File: src/verilog/dac_load_pkg.sv
// shared constants, types and helpers for the serial load front end
package dac_load_pkg;

  localparam int FRAME_BITS = 24;
  localparam int CODE_BITS = 20;
  localparam int COUNT_BITS = 5;
  localparam int BUF_DEPTH = 2;
  localparam int SYNC_STAGES = 2;
  localparam logic [CODE_BITS-1:0] CODE_RESET = 20'h00000;
  localparam logic [CODE_BITS-1:0] CODE_MSB = 20'h80000;
  localparam logic [COUNT_BITS-1:0] COUNT_FULL = 5'h18;
  localparam logic [COUNT_BITS-1:0] COUNT_MAX = 5'h1F;

  typedef logic [CODE_BITS-1:0] code_t;
  typedef logic [FRAME_BITS-1:0] frame_t;

  // serial link pins after synchronisation
  typedef struct packed {
    logic sclk;
    logic frame_n;
    logic data;
  } link_pins_s;

  // asynchronous control pins after synchronisation
  typedef struct packed {
    logic load_output_n;
    logic clear_to_preset_n;
    logic reset_n;
  } ctrl_pins_s;

  typedef enum logic [0:0] {
    ST_CLAMPED = 1'b0,
    ST_LIVE = 1'b1
  } out_state_e;

  function automatic logic fell(input logic prev, input logic cur);
    return prev & ~cur;
  endfunction

  function automatic logic rose(input logic prev, input logic cur);
    return ~prev & cur;
  endfunction

  // converter drive is offset binary; twos-complement codes flip the msb
  function automatic code_t drive_code(input code_t code, input logic twos);
    return twos ? (code ^ CODE_MSB) : code;
  endfunction

endpackage

File: src/verilog/dac_serial_load_control.sv
// serial load front end of the converter: pins in, output code out
`timescale 1ns/1ps
module dac_serial_load_control (
  // clock and reset
  input wire logic clock_i,
  input wire logic resetn_i,
  // serial link pins
  input wire logic sclk_i,
  input wire logic frame_n_i,
  input wire logic serial_in_i,
  // control pins
  input wire logic load_output_n_i,
  input wire logic clear_to_preset_n_i,
  input wire logic reset_n_i,
  // configuration from surrounding logic
  input wire dac_load_pkg::code_t preset_code_i,
  input wire logic twos_comp_i,
  // converter side
  output dac_load_pkg::code_t dac_code_o,
  output dac_load_pkg::code_t dac_drive_o,
  output logic clamp_o,
  output logic update_pending_o,
  output logic buffer_full_o
);
  import dac_load_pkg::*;

  // two-stage synchronisers; stage one is read only by stage two
  link_pins_s link_s1_reg, link_s2_reg;
  ctrl_pins_s ctrl_s1_reg, ctrl_s2_reg;
  logic load_d_reg, load_d_next;

  out_state_e state_reg, state_next;
  code_t input_reg, input_next;
  code_t dac_reg, dac_next;
  code_t drive_reg, drive_next;
  logic clamp_reg, clamp_next;
  logic pending_reg, pending_next;
  logic full_reg, full_next;

  logic srst_n;
  logic word_valid, word_ready;
  frame_t word;
  logic buf_valid, buf_ready;
  frame_t buf_word;
  logic load_fall, pop, update;

  always_ff @(posedge clock_i) begin
    if (!resetn_i) begin
      link_s1_reg <= '{sclk: 1'b0, frame_n: 1'b1, data: 1'b0};
      link_s2_reg <= '{sclk: 1'b0, frame_n: 1'b1, data: 1'b0};
      ctrl_s1_reg <= '1;
      ctrl_s2_reg <= '1;
    end else begin
      link_s1_reg <= '{sclk: sclk_i, frame_n: frame_n_i, data: serial_in_i};
      link_s2_reg <= link_s1_reg;
      ctrl_s1_reg <= '{load_output_n: load_output_n_i,
                       clear_to_preset_n: clear_to_preset_n_i,
                       reset_n: reset_n_i};
      ctrl_s2_reg <= ctrl_s1_reg;
    end
  end

  // reset pin acts like the system reset on everything behind the synchronisers
  assign srst_n = resetn_i & ctrl_s2_reg.reset_n;

  frame_shifter u_shifter (
    .clock_i(clock_i),
    .srst_n_i(srst_n),
    .pins_i(link_s2_reg),
    .word_valid_o(word_valid),
    .word_o(word),
    .word_ready_i(word_ready)
  );

  word_buffer #(
    .WIDTH(FRAME_BITS),
    .DEPTH(BUF_DEPTH)
  ) u_buffer (
    .clock_i(clock_i),
    .srst_n_i(srst_n),
    .in_valid_i(word_valid),
    .in_data_i(word),
    .in_ready_o(word_ready),
    .out_valid_o(buf_valid),
    .out_data_o(buf_word),
    .out_ready_i(buf_ready)
  );

  // a held clear stalls the drain so frames sent meanwhile wait in the buffer
  assign buf_ready = ctrl_s2_reg.clear_to_preset_n;
  assign pop = buf_valid & buf_ready;
  assign load_fall = fell(load_d_reg, ctrl_s2_reg.load_output_n);

  always_comb begin
    load_d_next = ctrl_s2_reg.load_output_n;
    input_next = input_reg;
    dac_next = dac_reg;
    pending_next = pending_reg;
    update = 1'b0;
    if (!ctrl_s2_reg.clear_to_preset_n) begin
      dac_next = preset_code_i;
      pending_next = 1'b0;
      update = 1'b1;
    end else if (pop) begin
      input_next = buf_word[CODE_BITS-1:0];
      if (!ctrl_s2_reg.load_output_n) begin
        dac_next = buf_word[CODE_BITS-1:0];
        pending_next = 1'b0;
        update = 1'b1;
      end else begin
        pending_next = 1'b1;
      end
    end else if (load_fall && pending_reg) begin
      dac_next = input_reg;
      pending_next = 1'b0;
      update = 1'b1;
    end
    drive_next = drive_code(dac_next, twos_comp_i);
    full_next = ~word_ready;
  end

  always_comb begin
    case (state_reg)
      ST_CLAMPED: state_next = update ? ST_LIVE : ST_CLAMPED;
      ST_LIVE: state_next = ST_LIVE;
      default: state_next = ST_CLAMPED;
    endcase
    clamp_next = (state_next == ST_CLAMPED);
  end

  always_ff @(posedge clock_i) begin
    if (!srst_n) begin
      load_d_reg <= 1'b1;
      input_reg <= CODE_RESET;
      dac_reg <= CODE_RESET;
      drive_reg <= CODE_RESET;
      pending_reg <= 1'b0;
      full_reg <= 1'b0;
      state_reg <= ST_CLAMPED;
      clamp_reg <= 1'b1;
    end else begin
      load_d_reg <= load_d_next;
      input_reg <= input_next;
      dac_reg <= dac_next;
      drive_reg <= drive_next;
      pending_reg <= pending_next;
      full_reg <= full_next;
      state_reg <= state_next;
      clamp_reg <= clamp_next;
    end
  end

  assign dac_code_o = dac_reg;
  assign dac_drive_o = drive_reg;
  assign clamp_o = clamp_reg;
  assign update_pending_o = pending_reg;
  assign buffer_full_o = full_reg;

  property p_reset_pin;
    @(posedge clock_i) disable iff (!resetn_i)
      !ctrl_s2_reg.reset_n |=> clamp_o && dac_code_o == CODE_RESET && !update_pending_o;
  endproperty
  a_reset_pin: assert property (p_reset_pin)
    else $error("reset pin did not restore the power-up state");

  property p_clear_loads_preset;
    @(posedge clock_i) disable iff (!srst_n)
      !ctrl_s2_reg.clear_to_preset_n |=> dac_code_o == $past(preset_code_i) && !clamp_o;
  endproperty
  a_clear_loads_preset: assert property (p_clear_loads_preset)
    else $error("clear did not load the preset code");

  property p_clear_coding;
    @(posedge clock_i) disable iff (!srst_n)
      !ctrl_s2_reg.clear_to_preset_n ##1 !ctrl_s2_reg.clear_to_preset_n
        |-> dac_drive_o == ($past(twos_comp_i) ? (dac_code_o ^ CODE_MSB) : dac_code_o);
  endproperty
  a_clear_coding: assert property (p_clear_coding)
    else $error("drive code ignores the selected coding");

  property p_load_low_updates;
    @(posedge clock_i) disable iff (!srst_n)
      (pop && !ctrl_s2_reg.load_output_n)
        |=> dac_code_o == $past(buf_word[CODE_BITS-1:0]) && !update_pending_o;
  endproperty
  a_load_low_updates: assert property (p_load_low_updates)
    else $error("frame end with load low did not update the output");

  property p_load_high_holds;
    @(posedge clock_i) disable iff (!srst_n)
      (pop && ctrl_s2_reg.load_output_n)
        |=> $stable(dac_code_o) && update_pending_o;
  endproperty
  a_load_high_holds: assert property (p_load_high_holds)
    else $error("output changed although load was high");

  property p_load_fall_applies;
    @(posedge clock_i) disable iff (!srst_n)
      (load_fall && pending_reg && !pop && ctrl_s2_reg.clear_to_preset_n)
        |=> dac_code_o == $past(input_reg) && !update_pending_o;
  endproperty
  a_load_fall_applies: assert property (p_load_fall_applies)
    else $error("falling load did not apply the held word");

  property p_clamp_held;
    @(posedge clock_i) disable iff (!srst_n)
      (clamp_o && !update) |=> clamp_o && dac_code_o == CODE_RESET;
  endproperty
  a_clamp_held: assert property (p_clamp_held)
    else $error("clamp released without an update");

  property p_frame_reaches_output;
    @(posedge clock_i) disable iff (!srst_n)
      (word_valid && word_ready && !buf_valid && !ctrl_s2_reg.load_output_n
        && ctrl_s2_reg.clear_to_preset_n)
        ##1 (!ctrl_s2_reg.load_output_n && ctrl_s2_reg.clear_to_preset_n)
        |=> dac_code_o == $past(word[CODE_BITS-1:0], 2);
  endproperty
  a_frame_reaches_output: assert property (p_frame_reaches_output)
    else $error("received word did not reach the converter register");

  property p_sync_link;
    @(posedge clock_i) disable iff (!resetn_i)
      1'b1 |=> link_s2_reg == $past(link_s1_reg);
  endproperty
  a_sync_link: assert property (p_sync_link)
    else $error("link pins skipped a synchroniser stage");

  property p_reset_pin_drive;
    @(posedge clock_i) disable iff (!resetn_i)
      !ctrl_s2_reg.reset_n |=> dac_drive_o == CODE_RESET && !buffer_full_o;
  endproperty
  a_reset_pin_drive: assert property (p_reset_pin_drive)
    else $error("reset pin left the drive code or full flag set");

  property p_drive_coding;
    @(posedge clock_i) disable iff (!srst_n)
      $past(srst_n)
        |-> dac_drive_o == ($past(twos_comp_i) ? (dac_code_o ^ CODE_MSB) : dac_code_o);
  endproperty
  a_drive_coding: assert property (p_drive_coding)
    else $error("drive code does not follow the selected coding");

  property p_clear_freezes_input;
    @(posedge clock_i) disable iff (!srst_n)
      !ctrl_s2_reg.clear_to_preset_n
        |=> !update_pending_o && $stable(input_reg);
  endproperty
  a_clear_freezes_input: assert property (p_clear_freezes_input)
    else $error("held word survived a clear");

  property p_no_update_keeps_code;
    @(posedge clock_i) disable iff (!srst_n)
      !update |=> $stable(dac_code_o);
  endproperty
  a_no_update_keeps_code: assert property (p_no_update_keeps_code)
    else $error("converter code changed without an update");

  property p_pending_source;
    @(posedge clock_i) disable iff (!srst_n)
      !update_pending_o ##1 update_pending_o
        |-> $past(pop) && $past(ctrl_s2_reg.load_output_n);
  endproperty
  a_pending_source: assert property (p_pending_source)
    else $error("pending flag set without a held frame");

  property p_input_capture;
    @(posedge clock_i) disable iff (!srst_n)
      pop |=> input_reg == $past(buf_word[CODE_BITS-1:0]);
  endproperty
  a_input_capture: assert property (p_input_capture)
    else $error("input register missed a received word");

  property p_load_fall_idle;
    @(posedge clock_i) disable iff (!srst_n)
      (load_fall && !pending_reg && !pop && ctrl_s2_reg.clear_to_preset_n)
        |=> $stable(dac_code_o);
  endproperty
  a_load_fall_idle: assert property (p_load_fall_idle)
    else $error("load fall with nothing held changed the output");

  property p_update_releases_clamp;
    @(posedge clock_i) disable iff (!srst_n)
      update |=> !clamp_o;
  endproperty
  a_update_releases_clamp: assert property (p_update_releases_clamp)
    else $error("clamp stayed on after an output update");

  property p_live_stays;
    @(posedge clock_i) disable iff (!srst_n)
      !clamp_o |=> !clamp_o;
  endproperty
  a_live_stays: assert property (p_live_stays)
    else $error("clamp came back without a reset");

  property p_clamped_code_zero;
    @(posedge clock_i) disable iff (!srst_n)
      clamp_o |-> dac_code_o == CODE_RESET;
  endproperty
  a_clamped_code_zero: assert property (p_clamped_code_zero)
    else $error("clamped output holds a nonzero code");

  property p_state_clamp;
    @(posedge clock_i) disable iff (!srst_n)
      1'b1 |-> clamp_o == (state_reg == ST_CLAMPED);
  endproperty
  a_state_clamp: assert property (p_state_clamp)
    else $error("clamp output disagrees with the output state");

  property p_full_flag;
    @(posedge clock_i) disable iff (!srst_n)
      $past(srst_n)
        |-> buffer_full_o == !$past(word_ready);
  endproperty
  a_full_flag: assert property (p_full_flag)
    else $error("full flag does not follow the buffer");

endmodule // dac_serial_load_control

File: src/verilog/frame_shifter.sv
// serial frame receiver: samples the link pins, assembles 24-bit words
`timescale 1ns/1ps
module frame_shifter (
  // clock and reset
  input wire logic clock_i,
  input wire logic srst_n_i,
  // synchronised link pins
  input wire dac_load_pkg::link_pins_s pins_i,
  // received word stream
  output logic word_valid_o,
  output dac_load_pkg::frame_t word_o,
  input wire logic word_ready_i
);
  import dac_load_pkg::*;

  logic sclk_d_reg, sclk_d_next;
  logic frame_d_reg, frame_d_next;
  frame_t shift_reg, shift_next;
  logic [COUNT_BITS-1:0] count_reg, count_next;
  logic valid_reg, valid_next;
  frame_t word_reg, word_next;
  logic sclk_fall;
  logic frame_rise;

  assign sclk_fall = fell(sclk_d_reg, pins_i.sclk) & ~pins_i.frame_n;
  assign frame_rise = rose(frame_d_reg, pins_i.frame_n);

  always_comb begin
    sclk_d_next = pins_i.sclk;
    frame_d_next = pins_i.frame_n;
    shift_next = shift_reg;
    count_next = count_reg;
    valid_next = valid_reg & ~word_ready_i;
    word_next = word_reg;
    if (sclk_fall) begin
      shift_next = {shift_reg[FRAME_BITS-2:0], pins_i.data};
      if (count_reg != COUNT_MAX) begin
        count_next = count_reg + 5'h01;
      end
    end
    if (frame_rise) begin
      count_next = 5'h00;
      // short or long frames are dropped; a word still unclaimed is kept
      if (count_reg == COUNT_FULL && !valid_next) begin
        valid_next = 1'b1;
        word_next = shift_reg;
      end
    end
  end

  always_ff @(posedge clock_i) begin
    if (!srst_n_i) begin
      sclk_d_reg <= 1'b0;
      frame_d_reg <= 1'b1;
      shift_reg <= '0;
      count_reg <= 5'h00;
      valid_reg <= 1'b0;
      word_reg <= '0;
    end else begin
      sclk_d_reg <= sclk_d_next;
      frame_d_reg <= frame_d_next;
      shift_reg <= shift_next;
      count_reg <= count_next;
      valid_reg <= valid_next;
      word_reg <= word_next;
    end
  end

  assign word_valid_o = valid_reg;
  assign word_o = word_reg;

  property p_shift_on_fall;
    @(posedge clock_i) disable iff (!srst_n_i)
      sclk_fall |=> shift_reg == {$past(shift_reg[FRAME_BITS-2:0]), $past(pins_i.data)};
  endproperty
  a_shift_on_fall: assert property (p_shift_on_fall)
    else $error("shift register missed a falling serial clock");

  property p_idle_when_deselected;
    @(posedge clock_i) disable iff (!srst_n_i)
      pins_i.frame_n |=> $stable(shift_reg);
  endproperty
  a_idle_when_deselected: assert property (p_idle_when_deselected)
    else $error("shift register moved while frame select was high");

  property p_word_at_frame_end;
    @(posedge clock_i) disable iff (!srst_n_i)
      (frame_rise && count_reg == COUNT_FULL && !valid_reg)
        |=> valid_reg && word_reg == $past(shift_reg);
  endproperty
  a_word_at_frame_end: assert property (p_word_at_frame_end)
    else $error("complete frame was not handed on");

endmodule // frame_shifter

File: src/verilog/word_buffer.sv
// two-entry word buffer with valid and ready on both sides
`timescale 1ns/1ps
module word_buffer #(
  parameter int WIDTH = 24,
  parameter int DEPTH = 2
) (
  // clock and reset
  input wire logic clock_i,
  input wire logic srst_n_i,
  // fill side
  input wire logic in_valid_i,
  input wire logic [WIDTH-1:0] in_data_i,
  output logic in_ready_o,
  // drain side
  output logic out_valid_o,
  output logic [WIDTH-1:0] out_data_o,
  input wire logic out_ready_i
);
  localparam int PW = (DEPTH > 1) ? $clog2(DEPTH) : 1;
  localparam int CW = $clog2(DEPTH + 1);
  localparam logic [CW-1:0] FULL = CW'(DEPTH);
  localparam logic [PW-1:0] LAST = PW'(DEPTH - 1);

  logic [WIDTH-1:0] mem_reg [DEPTH], mem_next [DEPTH];
  logic [PW-1:0] wr_reg, wr_next, rd_reg, rd_next;
  logic [CW-1:0] cnt_reg, cnt_next;
  logic push, pop;

  assign in_ready_o = cnt_reg != FULL;
  assign out_valid_o = cnt_reg != '0;
  assign out_data_o = mem_reg[rd_reg];
  assign push = in_valid_i & in_ready_o;
  assign pop = out_valid_o & out_ready_i;

  always_comb begin
    mem_next = mem_reg;
    wr_next = wr_reg;
    rd_next = rd_reg;
    cnt_next = cnt_reg;
    if (push) begin
      mem_next[wr_reg] = in_data_i;
      wr_next = (wr_reg == LAST) ? '0 : wr_reg + 1'b1;
    end
    if (pop) begin
      rd_next = (rd_reg == LAST) ? '0 : rd_reg + 1'b1;
    end
    if (push && !pop) begin
      cnt_next = cnt_reg + 1'b1;
    end else if (pop && !push) begin
      cnt_next = cnt_reg - 1'b1;
    end
  end

  always_ff @(posedge clock_i) begin
    if (!srst_n_i) begin
      wr_reg <= '0;
      rd_reg <= '0;
      cnt_reg <= '0;
    end else begin
      wr_reg <= wr_next;
      rd_reg <= rd_next;
      cnt_reg <= cnt_next;
    end
    mem_reg <= mem_next;
  end

endmodule // word_buffer
File: config.mk
export PLATFORM = sky130hd
export DESIGN_NAME = dac_serial_load_control
export DESIGN_NICKNAME = d
export VERILOG_FILES = /design/src/verilog/dac_load_pkg.sv /design/src/verilog/dac_serial_load_control.sv /design/src/verilog/frame_shifter.sv /design/src/verilog/word_buffer.sv
export SDC_FILE = /design/constraint.sdc
export NUM_CORES = 1
export LEC_CHECK = 0
export ABC_AREA = 1
export ABC_CLOCK_PERIOD_IN_PS = 2300
export BUFFER_PORTS_ARGS = -buffer_cell sky130_fd_sc_hd__buf_2
export CORE_MARGIN = 2
export CORE_UTILIZATION = 25
export CTS_CLUSTER_DIAMETER = 50
export DETAILED_ROUTE_END_ITERATION = 12
export GPL_TIMING_DRIVEN = 0
export PLACE_DENSITY = 0.5
export SLEW_MARGIN = 15
export SYNTH_ARGS = -nofsm -noshare
export SYNTH_HDL_FRONTEND = slang
export SYNTH_SLANG_ARGS = --single-unit
export TNS_END_PERCENT = 5
File: constraint.sdc
create_clock -name clock_i -period 2.3 [get_ports clock_i]
set_input_delay 0.69 -clock clock_i [delete_from_list [all_inputs] [get_ports clock_i]]
set_output_delay 0.69 -clock clock_i [all_outputs]
set_load 0.02 [all_outputs]
==> out/summary.txt, run 1 <==
final standard cell count with taps included and fillers excluded: 1119
fmax: 559 MHz
maximum clock path buffer count: 2
number of warning messages in the yosys log: 0
worst slew margin relative to its limit: 53.2%
number of flip-flops in the largest register: 40
largest family of logic cells by synthesized area: compound AO/OA/AOI/OAI gates
# IOs: 72
power density cells: 772 nW/µm²
most common cell after layout, fill and taps aside: sky130_fd_sc_hd__nand2_1
run status: complete, no violations
maximum fanout along the worst path: 3
post-detailed-placement half-perimeter wirelength: 9790 µm
post-synthesis cell type with the largest combined area: sky130_fd_sc_hd__dfxtp_1
share of synthesized area occupied by flip-flops and latches: 56.5%
worst-skew pair later-pin latency: 0.42 ns
Routed WL per cell: 12.5 µm
Final period util: 77.7%
row count: 56
ys flop type: sky130_fd_sc_hd__dfxtp_1
last weighted congestion value of the routability-driven placer: 0.736
Synth async-reset ratio: 0%
area added between synthesis and finish: 22.5%
number of gates resized after cts: 0
Synth Instances: 696
height of the die: 159 µm
placeable core area: 23500 µm²
detailed router's first-iteration violation count: 237
number of different library cells in the post-synthesis netlist: 29
number of nets at the end of the flow: 820
leading cell types in the layout, fill and taps excluded: 131 x sky130_fd_sc_hd__nand2_1, 110 x sky130_fd_sc_hd__dfxtp_1, 104 x sky130_fd_sc_hd__inv_1
worst slack on hold paths: 0.403 ns
area fraction of the dominant cell type after synthesis: 36.5%
leakage power: 3.00 nW
overall die area: 25400 µm²
input/output buffers: 71
synthesized area: 6030 µm²
setup TNS: 0 ns
RSZ-0062 raised after global routing: false
number of antenna violations at the first check in global routing: 0
number of nets in the synthesized netlist: 729
TritonCTS Buffers: 17
clock transition time at the flip-flop clock pins of the worst setup and hold paths: 0.06 ns
share of post-route cells with drive strength above 1: 21.3%
number of enable-type register cells in the synthesized netlist: 40
initial cell density of the core: 25.6%
number of setup buffers added after CTS: 0
via-per-instance ratio: 4.03
WL final: 14000 µm
first-pass GRT wire length: 22700 µm
clock tree from TritonCTS: yes
cell types occupying the most area after synthesis: sky130_fd_sc_hd__dfxtp_1 37%, sky130_fd_sc_hd__edfxtp_1 20%, sky130_fd_sc_hd__nand2_1 8.2%
number of maximum-capacitance violations: 0
data arrival at the endpoint of the critical path: 1.10 ns
internal reg-to-reg setup slack: 0.53 ns
worst-margin pin slew: 0.701 ns
simple-gate area share of the yosys netlist: 13.9%
total chip power: 5.70 mW
Global Route Usage Sum: 11.4%
average instance area after synthesis: 8.66 µm²
min-delay src: ctrl_s1_reg[0]
kind of end point of the critical path: output pin
total gr overflow: 0
post-synthesis compound-gate area fraction: 16.4%
router iterations before antenna repair: 4
number of nets with antenna violations after detailed routing: 0
Via Count: 4515
pin count of the biggest net entering global routing: 22
# H-tree levels: 4
placed instance count: 1087
kind of start point of the critical path: flop
required time of the worst setup path: 1.61 ns
xor/xnor cell area share of the yosys netlist: 0.145%
Adder-Cell Fraction of Synth Area: 0.830%
final setup fails: 0
start point of the critical path: dac_code_o[11]
synthesis-stage register bit count: 150
Worst Hold Class: reg -> reg
Post-Route Utilization: 31.4%
Critical R2R Launch: u_shifter.count_reg[0]
hold buffers post-CTS: 0
number of diodes: 0
via count of the first global-routing pass: 4309
worst vdd rail ir drop: 0.000470 V
classification of the worst setup path: reg -> out
final setup skew: 0.0127 ns
cell at the root of the clock tree: sky130_fd_sc_hd__clkbuf_16
portion of netlist area occupied by mux cells: 0%
final count of hold timing violations: 0
floorplan die width: 159 µm
shortest clock period the worst path allows after layout: 1.79 ns
# clock sinks: 150
max-slew violations: 0
number of remaining DRC errors: 0
cell families (layout without fill, tap and decap cells):
family / count (synthesis) / after routing
flops: 150 / 150
fa+ha+maj: 4 / 4
buf+inv: 163 / 267
compound gates: 175 / 175
xor+xnor: 1 / 1
simple gates: 203 / 203
power by group:
part | switching [mW] | internal, mW | leakage (nW)
clock | 1.08 | 1.62 | 0.284
combinational | 0.163 | 0.0963 | 1.55
sequential | 0.0187 | 2.73 | 1.17
total | 1.26 | 4.44 | 3.00
metal layers:
layer	up-vias	global-route usage [%]	wire length [µm]
met2	79	18.5	6490
met5	-	0	0
li1	2397	-	-
met1	2029	14.9	6720
met3	10	3.26	704
met4	0	3.22	110
final timing paths:
check,end,cells after the start
setup / recovery,dac_drive_o[11],2
hold / removal,ctrl_s2_reg[0],2
setup reg to reg,u_shifter.word_o[9],8
hold reg to reg,ctrl_s2_reg[0],2
cell usage after synthesis (2+ instances only):
library cell and n:
sky130_fd_sc_hd__nor2_1 32, sky130_fd_sc_hd__edfxtp_1 40, sky130_fd_sc_hd__nand3_1 28, sky130_fd_sc_hd__nand2_2 3
sky130_fd_sc_hd__a21oi_1 69, sky130_fd_sc_hd__inv_1 104, sky130_fd_sc_hd__nand2_1 131, sky130_fd_sc_hd__clkbuf_1 17
sky130_fd_sc_hd__dfxtp_1 110, sky130_fd_sc_hd__inv_2 4, sky130_fd_sc_hd__o21ai_2 16, sky130_fd_sc_hd__nor3_1 3
sky130_fd_sc_hd__o21ai_1 15, sky130_fd_sc_hd__buf_6 3, sky130_fd_sc_hd__buf_4 23, sky130_fd_sc_hd__ha_1 4
sky130_fd_sc_hd__o21ai_0 54, sky130_fd_sc_hd__buf_2 10, sky130_fd_sc_hd__nand2_4 2, sky130_fd_sc_hd__a21boi_0 19
critical path: stages, from the launching register on:
cell	delay (ns)
sky130_fd_sc_hd__dfxtp_1	0.40
sky130_fd_sc_hd__buf_4	0.13
sky130_fd_sc_hd__buf_2	0.15
cell type report:
cell class	instances	area, µm²
Multi-Input combinational cell	383	1900
Timing Repair Buffer	72	370
Sequential cell	150	3400
Clock inverter	13	131
Clock buffer	19	443
Tap cell	319	399
Buffer	54	328
Inverter	109	412
Fill cell	2516	16200
stage by stage:
step | cell area [µm²] | setup slack [ns]
6_report | 7380 | 0.512
5_1_grt | 7380 | 0.315
4_1_cts | 7380 | 0.484
3_5_place_dp | 6810 | 0.233
3_3_place_gp | 6780 | -0.297
2_1_floorplan | 6030 | 0.457
Power figures use the tool's default switching activity.
==> run 2: changes to the inputs <==
ABC_CLOCK_PERIOD_IN_PS = 1750   (was 2300)
clock period = 1.75 ns   (was 2.3 ns; I/O delays follow)
==> run 2 against run 1 <==
Clock-buffer cell count is 1 lower; sequential share of layout area is 0.21 points lower; non-clock buffer count is 1 lower; worst hold slack worse by 0.12 ns; register-to-register slack worse by 0.44 ns; core utilization is 0.14 points higher; combinational power is 30% higher; critical path type is now reg -> reg; largest cell class unchanged; largest power group is now clock.
==> out/summary.txt, run 2 (synthesized netlist as in run 1, its figures left out) <==
worst vdd rail ir drop: 0.000599 V (+27%)
max-slew violations: 0 (unchanged)
final count of hold timing violations: 0 (unchanged)
number of remaining DRC errors: 0 (unchanged)
kind of end point of the critical path: flop
total chip power: 7.63 mW (+34%)
shortest clock period the worst path allows after layout: 1.66 ns
final setup skew: 0.0118 ns (-0.000929 ns)
cell at the root of the clock tree: sky130_fd_sc_hd__clkbuf_16
worst-margin pin slew: 0.688 ns (-0.0125 ns)
number of antenna violations at the first check in global routing: 0 (unchanged)
pin count of the biggest net entering global routing: 22 (unchanged)
classification of the worst setup path: reg -> reg
RSZ-0062 raised after global routing: true
final setup fails: 0 (unchanged)
Global Route Usage Sum: 11.3% (-0.16 points)
Metal-1 WL: 6680 µm (-0.54%)
# H-tree levels: 4 (unchanged)
data arrival at the endpoint of the critical path: 2.00 ns (+0.90 ns)
worst-path cell with the longest stage delay: sky130_fd_sc_hd__clkbuf_1
Post-Route Utilization: 31.5% (+0.14 points)
cell area after placement: 6800 µm² (-0.15%)
final standard cell count with taps included and fillers excluded: 1118 (-0.089%)
fmax: 602 MHz
TritonCTS Buffers: 17 (unchanged)
clock tree from TritonCTS: yes
Critical Path Max Stage Delay: 0.54 ns (+0.14 ns)
number of setup buffers added after CTS: 0 (unchanged)
maximum clock path buffer count: 2 (unchanged)
total gr overflow: 0 (unchanged)
Met3 Routed Length: 567 µm (-19%)
hold buffers post-CTS: 0 (unchanged)
run status: complete, no violations
number of diodes: 0 (unchanged)
# IOs: 72 (unchanged)
Critical R2R Launch: buf_ready
last weighted congestion value of the routability-driven placer: 0.729 (-0.96%)
most common cell after layout, fill and taps aside: sky130_fd_sc_hd__nand2_1
clock transition time at the flip-flop clock pins of the worst setup and hold paths: 0.06 ns (about the same)
CP delay by family, top: buffers and inverters
number of flip-flops in the largest register: 40 (unchanged)
Worst R2R Path Depth: 4 (-4)
Routed met2 length: 6390 µm (-1.5%)
leakage power: 3.17 nW (+5.8%)
end point of the worst hold path: ctrl_s1_reg[0]
Final period util: 94.9%
Worst Hold Class: in -> reg
Routed WL per cell: 12.3 µm (-1.9%)
post-detailed-placement half-perimeter wirelength: 9600 µm (-1.9%)
required time of the worst setup path: 2.09 ns (+0.48 ns)
leading cell types in the layout, fill and taps excluded: 130 x sky130_fd_sc_hd__nand2_1, 110 x sky130_fd_sc_hd__dfxtp_1, 104 x sky130_fd_sc_hd__inv_1
placed instance count: 1086 (-0.092%)
initial cell density of the core: 25.6% (unchanged)
height of the die: 159 µm (unchanged)
min-delay src: reset_n_i
maximum fanout along the worst path: 10 (+7)
floorplan die width: 159 µm (unchanged)
number of nets with antenna violations after detailed routing: 0 (unchanged)
area added between synthesis and finish: 23.0%
number of nets at the end of the flow: 819 (-0.12%)
WL final: 13800 µm (-1.9%)
overall die area: 25400 µm² (unchanged)
# clock sinks: 150 (unchanged)
detailed router's first-iteration violation count: 213 (-10%)
number of instances on the worst hold path: 3 (+1)
placeable core area: 23500 µm² (unchanged)
worst slew margin relative to its limit: 54.0% (+0.84 points)
via count of the first global-routing pass: 4185 (-2.9%)
post-route standard cell area excluding fillers: 7420 µm² (+0.46%)
internal reg-to-reg setup slack: 0.09 ns (-0.44 ns)
end of the worst register-to-register path: dac_code_o[11]
number of buffer and inverter stages on the critical path: 2 (unchanged)
Via Count: 4535 (+0.44%)
share of post-route cells with drive strength above 1: 21.9% (+0.65 points)
input/output buffers: 71 (unchanged)
number of maximum-capacitance violations: 0 (unchanged)
power density cells: 1030 nW/µm² (+33%)
setup TNS: 0 ns (unchanged)
kind of start point of the critical path: flop
row count: 56 (unchanged)
DR top layer: met4
worst-skew pair later-pin latency: 0.42 ns (about the same)
worst path cell trace: inv_1 > clkbuf_1 > a21boi_0 > a21oi_1
first-pass GRT wire length: 22400 µm (-1.5%)
via-per-instance ratio: 4.06 (+0.53%)
router iterations before antenna repair: 4 (unchanged)
-- run 2: cell types whose count changed in the layout (fill, tap and decap cells not counted), sizes merged --
| cell | delta |
|---|---|
| clkinvlp | +2 |
| clkinv | -4 |
| inv | +2 |
| bufinv | +1 |
| buf | +1 |
| clkbuf | -3 |
-- run 2: per-stage QoR --
| stage | hold WS, ns | setup slack [ns] |
|---|---|---|
| floorplan | 0.380 | -0.0760 |
| global placement | 0.389 | -0.848 |
| detailed placement | 0.387 | -0.102 |
| CTS | 0.263 | 0.0341 |
| global route | 0.277 | -0.0208 |
| finish | 0.281 | 0.0898 |
-- run 2: final cells by class --
| cell class | instances | area (µm²) |
|---|---|---|
| Fill cell | 2547 | 16100 |
| Sequential cell | 150 | 3400 |
| Multi-Input combinational cell | 383 | 1920 |
| Clock buffer | 18 | 439 |
| Inverter | 109 | 412 |
| Tap cell | 319 | 399 |
| Timing Repair Buffer | 71 | 355 |
| Buffer | 54 | 332 |
| Clock inverter | 14 | 155 |
-- run 2: power breakdown --
group | leakage (nW) | total [mW] | switching, mW | internal (mW)
sequential | 1.36 | 3.61 | 0.0232 | 3.58
clock | 0.286 | 3.69 | 1.42 | 2.26
combinational | 1.53 | 0.338 | 0.211 | 0.127
-- run 2: worst max-delay path by stage --
stage	cells past startpoint	slack, ns	startpoint	end
finish	4	0.09	buf_ready	dac_code_o[11]
global route	7	-0.02	u_buffer.cnt_reg[1]	dac_code_o[2]
CTS	8	0.03	u_shifter.count_reg[0]	u_shifter.word_o[8]
detailed placement	7	-0.10	resetn_i	dac_code_o[16]
global placement	4	-0.85	u_buffer.cnt_reg[0]	u_buffer.mem_reg[31]
floorplan	4	-0.08	u_buffer.cnt_reg[0]	u_buffer.mem_reg[24]
-- run 2: worst reg2reg max path, cell delays in order (launching register included) --
cell and delay, ns:
sky130_fd_sc_hd__dfxtp_1 0.37, sky130_fd_sc_hd__inv_1 0.13, sky130_fd_sc_hd__clkbuf_1 0.54, sky130_fd_sc_hd__a21boi_0 0.34, sky130_fd_sc_hd__a21oi_1 0.21
-- run 2: per-layer routing --
| metal | vias up | global-route usage (%) |
|---|---|---|
| li1 | 2405 | - |
| met1 | 2035 | 14.8 |
| met2 | 86 | 17.8 |
| met3 | 9 | 3.36 |
| met4 | 0 | 3.64 |
| met5 | - | 0 |
-- run 2: repair_timing --
item / in CTS / in global routing
resized for setup: 2 / 12
pin swaps: 0 / 1
setup endpoints to repair: 11 / 27
